File: src/common/gpc_regs.svh
/*
  Register offsets, field positions, reset values and scale constants of the
  per-phase gain and phase-offset calibration block.
  Assumes inclusion by bare name from any file that needs the register map.
*/
`ifndef GPC_REGS_SVH
`define GPC_REGS_SVH

// Register addresses on the documented register port (16-bit address)
`define GPC_ADDR_V_GAIN 16'h0138
`define GPC_ADDR_I_GAIN 16'h013A
`define GPC_ADDR_OFF_HIGH 16'h013E
`define GPC_ADDR_OFF_MID 16'h0140
`define GPC_ADDR_OFF_LOW 16'h0142
`define GPC_ADDR_THR_LOWER 16'h0144
`define GPC_ADDR_THR_UPPER 16'h0146
`define GPC_ADDR_STATUS 16'h0148

// Reset values
`define GPC_GAIN_UNITY 16'h4000
`define GPC_OFF_RESET 16'h0000
`define GPC_THR_RESET 16'h0000

// Gain is unsigned fixed point with 14 fraction bits; bit 15 always zero
`define GPC_GAIN_FRAC 14
`define GPC_GAIN_MSB 15

// Phase offset holds radians times 2^16, stored verbatim
`define GPC_PHASE_FRAC 16

// Threshold LSB is full scale/2^16, RMS LSB is full scale/2^24
`define GPC_THR_SHIFT 8

`endif

File: src/common/gpc_pkg.sv
/*
  Types of the gain and phase-offset calibration block.
  Assumes gpc_regs.svh supplies numeric constants; nothing here is imported.
*/
package gpc_pkg;

  // Selected current range, one-hot
  typedef enum logic [2:0] {
    GPC_RANGE_LOW = 3'b001,
    GPC_RANGE_MID = 3'b010,
    GPC_RANGE_HIGH = 3'b100
  } gpc_range_t;

  // One register access on the documented register port
  typedef struct packed {
    logic wr;
    logic rd;
    logic [15:0] addr;
    logic [15:0] wdata;
  } gpc_reg_req_t;

  // One pair of raw RMS results for the phase
  typedef struct packed {
    logic valid;
    logic [31:0] current;
    logic [31:0] voltage;
  } gpc_rms_t;

endpackage : gpc_pkg

File: src/hdl/gpc_gain_mul.sv
/*
  Fixed-point gain stage: out = in * gain / 2^FRAC, saturated, registered.
  Assumes a synchronous active-low reset and gain bit 15 held at zero.
*/
`timescale 1ns/1ps
module gpc_gain_mul #(
  parameter int W = 32,
  parameter int GW = 16,
  parameter int FRAC = 14
) (
  // Clock and reset
  input wire logic clk,
  input wire logic rst_n,
  // Raw value in
  input wire logic in_valid,
  input wire logic [W-1:0] in_val,
  input wire logic [GW-1:0] gain,
  // Corrected value out
  output logic out_valid,
  output logic [W-1:0] out_val
);

  logic [W+GW-1:0] prod;
  logic [W+GW-1:0] shifted;
  logic ovf;
  logic [W-1:0] sat_val;
  logic out_valid_q;
  logic [W-1:0] out_val_q;

  // Gains up to two can overflow the result width, so clamp at full scale
  assign prod = in_val * gain;
  assign shifted = prod >> FRAC;
  assign ovf = |shifted[W+GW-1:W];
  assign sat_val = ovf ? {W{1'b1}} : shifted[W-1:0];

  // Result register
  always_ff @(posedge clk) begin
    if (!rst_n) begin
      out_valid_q <= 1'b0;
      out_val_q <= '0;
    end else begin
      out_valid_q <= in_valid;
      if (in_valid) begin
        out_val_q <= sat_val;
      end
    end
  end

  assign out_valid = out_valid_q;
  assign out_val = out_val_q;

endmodule : gpc_gain_mul

File: src/hdl/gpc_calib.sv
/*
  Per-phase gain and phase-offset calibration: applies current and voltage
  gain to the raw RMS results and picks one of three phase offsets by the
  current range that the corrected current falls in.
  Assumes the host drives the register port synchronously to clk, one access
  per cycle, and reloads every calibration constant after each reset.
*/
// Functional notes
// - A gain register value of 0x4000 means unity gain and is the reset and clearing value.
// - Gain equals the ratio times 16384, lies between zero and two, and has bit 15 zero.
// - A phase offset register holds the angle in radians times 65536 as a raw integer.
// - Three phase offsets are kept and one is applied for the low, mid or high range.
// - With both range thresholds at zero the high-range offset covers the whole range.
// - The phase offset for the high range sits at register address 0x13E.
`timescale 1ns/1ps
`include "gpc_regs.svh"
module gpc_calib #(
  parameter int RMS_W = 32
) (
  // Clock and reset
  input wire logic clk,
  input wire logic rst_n,
  // Documented register port
  input wire gpc_pkg::gpc_reg_req_t reg_req,
  output logic reg_rvalid_q,
  output logic [15:0] reg_rdata_q,
  // Raw RMS results
  input wire gpc_pkg::gpc_rms_t rms_in,
  // Calibrated results
  output logic cal_valid_q,
  output logic [RMS_W-1:0] phase_a_current_rms_q,
  output logic [RMS_W-1:0] phase_a_voltage_rms_q,
  output logic [15:0] phase_offset_q,
  output gpc_pkg::gpc_range_t range_q
);

  // Calibration registers
  logic [15:0] v_gain_q;
  logic [15:0] i_gain_q;
  logic [15:0] off_high_q;
  logic [15:0] off_mid_q;
  logic [15:0] off_low_q;
  logic [15:0] thr_lower_q;
  logic [15:0] thr_upper_q;

  // Address decode
  logic wr_v_gain;
  logic wr_i_gain;
  logic wr_off_high;
  logic wr_off_mid;
  logic wr_off_low;
  logic wr_thr_lower;
  logic wr_thr_upper;
  logic [15:0] gain_wdata;
  logic [15:0] rd_mux;

  assign wr_v_gain = reg_req.wr && (reg_req.addr == `GPC_ADDR_V_GAIN);
  assign wr_i_gain = reg_req.wr && (reg_req.addr == `GPC_ADDR_I_GAIN);
  assign wr_off_high = reg_req.wr && (reg_req.addr == `GPC_ADDR_OFF_HIGH);
  assign wr_off_mid = reg_req.wr && (reg_req.addr == `GPC_ADDR_OFF_MID);
  assign wr_off_low = reg_req.wr && (reg_req.addr == `GPC_ADDR_OFF_LOW);
  assign wr_thr_lower = reg_req.wr && (reg_req.addr == `GPC_ADDR_THR_LOWER);
  assign wr_thr_upper = reg_req.wr && (reg_req.addr == `GPC_ADDR_THR_UPPER);

  // Gain MSB forced to zero so the ratio can never reach two or more
  assign gain_wdata = {1'b0, reg_req.wdata[`GPC_GAIN_MSB-1:0]};

  // Gain registers, unity after reset
  always_ff @(posedge clk) begin
    if (!rst_n) begin
      v_gain_q <= `GPC_GAIN_UNITY;
      i_gain_q <= `GPC_GAIN_UNITY;
    end else begin
      if (wr_v_gain) v_gain_q <= gain_wdata;
      if (wr_i_gain) i_gain_q <= gain_wdata;
    end
  end

  // Phase offsets stored verbatim as angle times 2^16
  always_ff @(posedge clk) begin
    if (!rst_n) begin
      off_high_q <= `GPC_OFF_RESET;
      off_mid_q <= `GPC_OFF_RESET;
      off_low_q <= `GPC_OFF_RESET;
    end else begin
      if (wr_off_high) off_high_q <= reg_req.wdata;
      if (wr_off_mid) off_mid_q <= reg_req.wdata;
      if (wr_off_low) off_low_q <= reg_req.wdata;
    end
  end

  // Range thresholds, zero by default
  always_ff @(posedge clk) begin
    if (!rst_n) begin
      thr_lower_q <= `GPC_THR_RESET;
      thr_upper_q <= `GPC_THR_RESET;
    end else begin
      if (wr_thr_lower) thr_lower_q <= reg_req.wdata;
      if (wr_thr_upper) thr_upper_q <= reg_req.wdata;
    end
  end

  // Read mux; unmapped addresses read zero
  assign rd_mux =
    (reg_req.addr == `GPC_ADDR_V_GAIN) ? v_gain_q :
    (reg_req.addr == `GPC_ADDR_I_GAIN) ? i_gain_q :
    (reg_req.addr == `GPC_ADDR_OFF_HIGH) ? off_high_q :
    (reg_req.addr == `GPC_ADDR_OFF_MID) ? off_mid_q :
    (reg_req.addr == `GPC_ADDR_OFF_LOW) ? off_low_q :
    (reg_req.addr == `GPC_ADDR_THR_LOWER) ? thr_lower_q :
    (reg_req.addr == `GPC_ADDR_THR_UPPER) ? thr_upper_q :
    (reg_req.addr == `GPC_ADDR_STATUS) ? {13'h0000, range_q} :
    16'h0000;

  // Read answer one cycle after the request
  always_ff @(posedge clk) begin
    if (!rst_n) begin
      reg_rvalid_q <= 1'b0;
      reg_rdata_q <= 16'h0000;
    end else begin
      reg_rvalid_q <= reg_req.rd;
      if (reg_req.rd) reg_rdata_q <= rd_mux;
    end
  end

  // Gain stages
  logic i_mul_valid;
  logic [RMS_W-1:0] i_mul_val;
  logic v_mul_valid;
  logic [RMS_W-1:0] v_mul_val;

  gpc_gain_mul #(.W(RMS_W), .GW(16), .FRAC(`GPC_GAIN_FRAC)) u_i_gain (
    .clk(clk),
    .rst_n(rst_n),
    .in_valid(rms_in.valid),
    .in_val(rms_in.current[RMS_W-1:0]),
    .gain(i_gain_q),
    .out_valid(i_mul_valid),
    .out_val(i_mul_val)
  );

  gpc_gain_mul #(.W(RMS_W), .GW(16), .FRAC(`GPC_GAIN_FRAC)) u_v_gain (
    .clk(clk),
    .rst_n(rst_n),
    .in_valid(rms_in.valid),
    .in_val(rms_in.voltage[RMS_W-1:0]),
    .gain(v_gain_q),
    .out_valid(v_mul_valid),
    .out_val(v_mul_val)
  );

  // Range decision on the corrected current, scaled to threshold units
  logic [RMS_W-`GPC_THR_SHIFT-1:0] cur_mag;
  logic thr_both_zero;
  logic below_lower;
  logic below_upper;
  gpc_pkg::gpc_range_t range_d;
  logic [15:0] offset_d;

  assign cur_mag = i_mul_val[RMS_W-1:`GPC_THR_SHIFT];
  assign thr_both_zero = (thr_lower_q == 16'h0000) && (thr_upper_q == 16'h0000);
  assign below_lower = cur_mag < (RMS_W-`GPC_THR_SHIFT)'(thr_lower_q);
  assign below_upper = cur_mag < (RMS_W-`GPC_THR_SHIFT)'(thr_upper_q);
  assign range_d =
    thr_both_zero ? gpc_pkg::GPC_RANGE_HIGH :
    below_lower ? gpc_pkg::GPC_RANGE_LOW :
    below_upper ? gpc_pkg::GPC_RANGE_MID :
    gpc_pkg::GPC_RANGE_HIGH;
  assign offset_d =
    (range_d == gpc_pkg::GPC_RANGE_LOW) ? off_low_q :
    (range_d == gpc_pkg::GPC_RANGE_MID) ? off_mid_q :
    off_high_q;

  // Output stage: offset and corrected results move together
  always_ff @(posedge clk) begin
    if (!rst_n) begin
      cal_valid_q <= 1'b0;
      phase_a_current_rms_q <= '0;
      phase_a_voltage_rms_q <= '0;
      phase_offset_q <= 16'h0000;
      range_q <= gpc_pkg::GPC_RANGE_HIGH;
    end else begin
      cal_valid_q <= i_mul_valid && v_mul_valid;
      if (i_mul_valid) begin
        phase_a_current_rms_q <= i_mul_val;
        phase_a_voltage_rms_q <= v_mul_val;
        phase_offset_q <= offset_d;
        range_q <= range_d;
      end
    end
  end

  // Checks
  property p_unity_reset;
    @(posedge clk) !rst_n |=> (i_gain_q == `GPC_GAIN_UNITY) && (v_gain_q == `GPC_GAIN_UNITY);
  endproperty
  a_unity_reset: assert property (p_unity_reset) else $error("gain not unity after reset");

  property p_unity_pass;
    @(posedge clk) disable iff (!rst_n)
      rms_in.valid && (i_gain_q == `GPC_GAIN_UNITY) |=> (i_mul_val == $past(rms_in.current));
  endproperty
  a_unity_pass: assert property (p_unity_pass) else $error("unity gain altered current");

  property p_gain_msb;
    @(posedge clk) disable iff (!rst_n)
      wr_i_gain |=> !i_gain_q[15] && (i_gain_q[14:0] == $past(reg_req.wdata[14:0]));
  endproperty
  a_gain_msb: assert property (p_gain_msb) else $error("current gain write wrong");

  property p_off_store;
    @(posedge clk) disable iff (!rst_n) wr_off_low |=> (off_low_q == $past(reg_req.wdata));
  endproperty
  a_off_store: assert property (p_off_store) else $error("offset not stored verbatim");

  property p_high_addr;
    @(posedge clk) disable iff (!rst_n)
      reg_req.wr && (reg_req.addr == 16'h013E) ##1 reg_req.rd && (reg_req.addr == 16'h013E)
      |=> reg_rvalid_q && (reg_rdata_q == $past(reg_req.wdata, 2));
  endproperty
  a_high_addr: assert property (p_high_addr) else $error("high offset not at 0x13E");

  property p_zero_thr;
    @(posedge clk) disable iff (!rst_n)
      i_mul_valid && thr_both_zero |=> (range_q == gpc_pkg::GPC_RANGE_HIGH)
        && (phase_offset_q == $past(off_high_q));
  endproperty
  a_zero_thr: assert property (p_zero_thr) else $error("zero thresholds not high range");

  property p_low_sel;
    @(posedge clk) disable iff (!rst_n)
      i_mul_valid && !thr_both_zero && below_lower |=> (range_q == gpc_pkg::GPC_RANGE_LOW)
        && (phase_offset_q == $past(off_low_q));
  endproperty
  a_low_sel: assert property (p_low_sel) else $error("low range not selected");

  property p_mid_sel;
    @(posedge clk) disable iff (!rst_n)
      i_mul_valid && !thr_both_zero && !below_lower && below_upper
        |=> (range_q == gpc_pkg::GPC_RANGE_MID) && (phase_offset_q == $past(off_mid_q));
  endproperty
  a_mid_sel: assert property (p_mid_sel) else $error("mid range not selected");

endmodule : gpc_calib

File: config.mk
export PLATFORM = sky130hd
export DESIGN_NAME = gpc_calib
export DESIGN_NICKNAME = d
export VERILOG_FILES = /design/src/common/gpc_pkg.sv /design/src/hdl/gpc_gain_mul.sv /design/src/hdl/gpc_calib.sv
export VERILOG_INCLUDE_DIRS = /design/src /design/src/common
export SDC_FILE = /design/constraint.sdc
export NUM_CORES = 2
export LEC_CHECK = 0
export ABC_AREA = 1
export BUFFER_PORTS_ARGS = -buffer_cell sky130_fd_sc_hd__buf_2
export CAP_MARGIN = 5
export CORE_MARGIN = 2
export CORE_UTILIZATION = 45
export CTS_CLUSTER_SIZE = 25
export DETAILED_ROUTE_END_ITERATION = 10
export GPL_TIMING_DRIVEN = 0
export SYNTH_ARGS = -nofsm -noshare
export SYNTH_HDL_FRONTEND = slang
export SYNTH_HIERARCHICAL = 1
export SYNTH_SLANG_ARGS = --single-unit
export TNS_END_PERCENT = 20
File: constraint.sdc
create_clock -name clk -period 16.17 [get_ports clk]
set_clock_uncertainty 0.15 [all_clocks]
set_input_delay 4.851 -clock clk [delete_from_list [all_inputs] [get_ports clk]]
set_output_delay 4.851 -clock clk [all_outputs]
set_load 0.05 [all_outputs]
==> out/metrics.csv <==
metric,value,unit
Setup Buffers After CTS,0,
CP arrival,11690,ps
Syn Area/Cell,7.23,um2
vias in the first global route,43100,
Static Leak,27.4,nW
setup TNS,0,ps
Worst-Skew Late Latency,560,ps
GRT overflow,0,
Placement Setup Slack,4250,ps
synth warn,6,
Die Y,328,um
Tot Pwr,2.18,mW
sequential cell area fraction in the yosys report,11.8,%
share of cells above drive strength 1,5.15,%
routed len/inst,20.3,um
internal power,1.33,mW
drt drc,0,
Reg2Reg Setup Slack,8630,ps
outcome,completed,
cells on worst reg2reg path,25,
die area,107000,um2
via/cell ratio,5.11,
Post-synth EDFFs,0,
Logic pwr share,35.8,%
Initial Util,45.4,%
hold crit path type,flip-flop to flip-flop,
Max Cap Viol,0,
TritonCTS clock tree,built,
Fin. Hold Viols,0,
RR Startpoint,i_gain_q[8]$_SDFFE_PN0P_,
# rows,118,
Final setup viols,0,
Worst-path clk slew,70,ps
Clock Path Buffers,3,
Startpoint Class,input pin,
Psw,846,uW
CTS Buf Count,26,
fin. max-slew vios,0,
CTS resizes,0,
Cell variety after synth,49,
Post-CTS Hold Buffers,0,
via count,41400,
"Max FO, Critical Path",10,
period utilization,70.6,%
Final min period,11410,ps
drt pass-1 iters,8,
chip width,328,um
Placer Congestion,0.973,
Mapped Cells,6523,
CP Class,input pin to flip-flop,
Synth async-reset ratio,0,%
Mapped Area,47100,um2
P per Cell Area,43.1,nW/um2
Yosys reg bits,277,
Crit. Startpoint,rms_in[23],
Worst slew margin,30.6,%
WP depth,26,
slowest cell on the critical path,clkbuf_1,
"Primary FF master, synth",dfxtp_1,
core area,104000,um2
worst setup margin,4760,ps
crit path to,u_v_gain/out_val[5]$_SDFFE_PN0P_,
largest net degree at the start of global routing,17,
Worst EP required,16450,ps
Top Ports,202,
Reg power frac,33.8,%
first-pass GRT wire length,254000,um
RSZ-0062 raised after global routing,no,
slew at the pin with the worst max-slew slack,1040,ps
Clk pwr share,30.4,%
Root Driver,clkbuf_16,
IO Port Bufs,139,
most frequent cells in the layout,"1829 x nand2_1, 1622 x inv_1, 834 x fa_1",
H-tree depth,1,
HPWL after detailed placement,137000,um
achievable frequency,87.6,MHz
gr usage total,31.2,%
DRC marker count from the first detailed-route iteration,3441,
Hold WS,268,ps
Routed Antenna Nets,0,
Crit Reg-Reg Endpoint,u_i_gain/out_val[14]$_SDFFE_PN0P_,
"most used cell, CP",fa_1,
antenna violations before repair,11,
sw frac,38.8,%
Worst Path Buf+Inv,8,
"Largest stage delay, worst path",630,ps
VDD IR max,0.0645,mV
synthesis-to-finish area growth,7.15,%
"commonest non-fill, non-tap cell in the layout",nand2_1,
Crit. End Element,flip-flop,
# clock sinks,277,
Post-Route WL,164000,um
Nets,7898,
CP top delay family,adder cells,
## power groups by stage
stage                     Clock (mW)  Combinational [mW]  Sequential (mW)
after floorplan                    0               0.471            0.781
after global placement             0               0.767            0.752
after detailed placement           0               0.769            0.752
after CTS                      0.675               0.775            0.737
after global routing           0.704               0.857            0.740
final                          0.663               0.780            0.736
## worst min-delay path: cells and delay by family (launching register included)
family	cells	cell delay [ps]
flops	1	300
simple gates	2	80
## final cells by class
cell class,instances,area [um2]
well taps,1380,1730
repair buffers,139,696
multi-input cells,4304,34200
clock buffers,35,756
clock inverters,11,150
diodes,3,7.51
inverters,1633,6130
flip-flops and latches,277,5550
plain buffers,318,1310
fillers,10700,53300
## metrics by stage
step | instance area [um2] | cells | util [%]
detailed placement | 49600 | 8051 | 47.8
floorplan | 47200 | 6532 | -
global placement | 49600 | 8051 | 47.8
global route | 50500 | 8098 | 48.7
CTS | 50500 | 8097 | 48.7
finish | 50500 | 8100 | 48.7
## metal layers
layer,wire (um),GRT usage (%)
met1,67000,39.6
met2,77500,52.9
met3,11000,4.26
met4,8940,13.9
met5,94,0
## worst min path at each step
stage	startpoint	to	slack (ps)	cells after the start
after CTS	u_v_gain/out_valid$_SDFF_PN0_	cal_valid_q$_SDFF_PN0_	270	2
after floorplan	u_v_gain/out_valid$_SDFF_PN0_	cal_valid_q$_SDFF_PN0_	250	2
after global routing	u_v_gain/out_valid$_SDFF_PN0_	cal_valid_q$_SDFF_PN0_	290	2
after global placement	u_v_gain/out_valid$_SDFF_PN0_	cal_valid_q$_SDFF_PN0_	270	2
final	u_v_gain/out_valid$_SDFF_PN0_	cal_valid_q$_SDFF_PN0_	270	2
after detailed placement	u_v_gain/out_valid$_SDFF_PN0_	cal_valid_q$_SDFF_PN0_	270	2
## kinds of logic after synthesis
kind of cell | share of synthesized area [%]
buf+inv | 15.8
fa+ha+maj | 42.4
compound gates | 6.85
flops | 11.8
xor+xnor | 0.632
simple gates | 22.5
other cells | 0.00795
## cell usage after synthesis, types with 2 or more instances
cell type,count,area share [%]
and3_1,5,0.066
nor3_1,15,0.16
buf_2,13,0.14
a31o_2,2,0.037
fa_1,834,35
nor2_2,12,0.16
inv_1,1622,13
buf_12,2,0.085
xor2_1,14,0.26
a21oi_1,240,2.5
xnor2_1,20,0.37
nand4_1,41,0.54
dfxtp_1,277,12
nor3_2,5,0.11
o21ai_2,2,0.037
a21o_1,8,0.13
nand2_1,1829,15
nor2_8,2,0.085
inv_2,10,0.080
o21ai_1,5,0.053
ha_1,264,7.0
nand2_2,34,0.45
o21bai_1,36,0.57
nor4_1,2,0.027
nor2_4,6,0.14
clkbuf_1,289,2.3
a21oi_2,11,0.20
o21ai_0,214,2.3
o211ai_1,5,0.080
nor2_1,451,3.6
nand3b_1,14,0.22
nand3_1,157,1.7
buf_1,3,0.024
o21a_1,7,0.11
buf_4,4,0.064
nand2_4,3,0.072
nand3_4,4,0.15
nand3_2,22,0.47
buf_6,7,0.17
a211oi_1,2,0.032
a21oi_4,22,0.76
## sequential cells by signal, indices dropped and copies added, names as in the netlist, 3 cells and up
register / cells
off_mid_q: 16
thr_lower_q: 16
phase_a_voltage_rms_q: 32
thr_upper_q: 16
off_high_q: 16
v_gain_q: 15
u_i_gain/out_val: 32
phase_a_current_rms_q: 32
phase_offset_q: 16
range_q: 3
reg_rdata_q: 16
u_v_gain/out_val: 32
i_gain_q: 15
off_low_q: 16
Note: power is estimated with default switching activity, not from simulation.
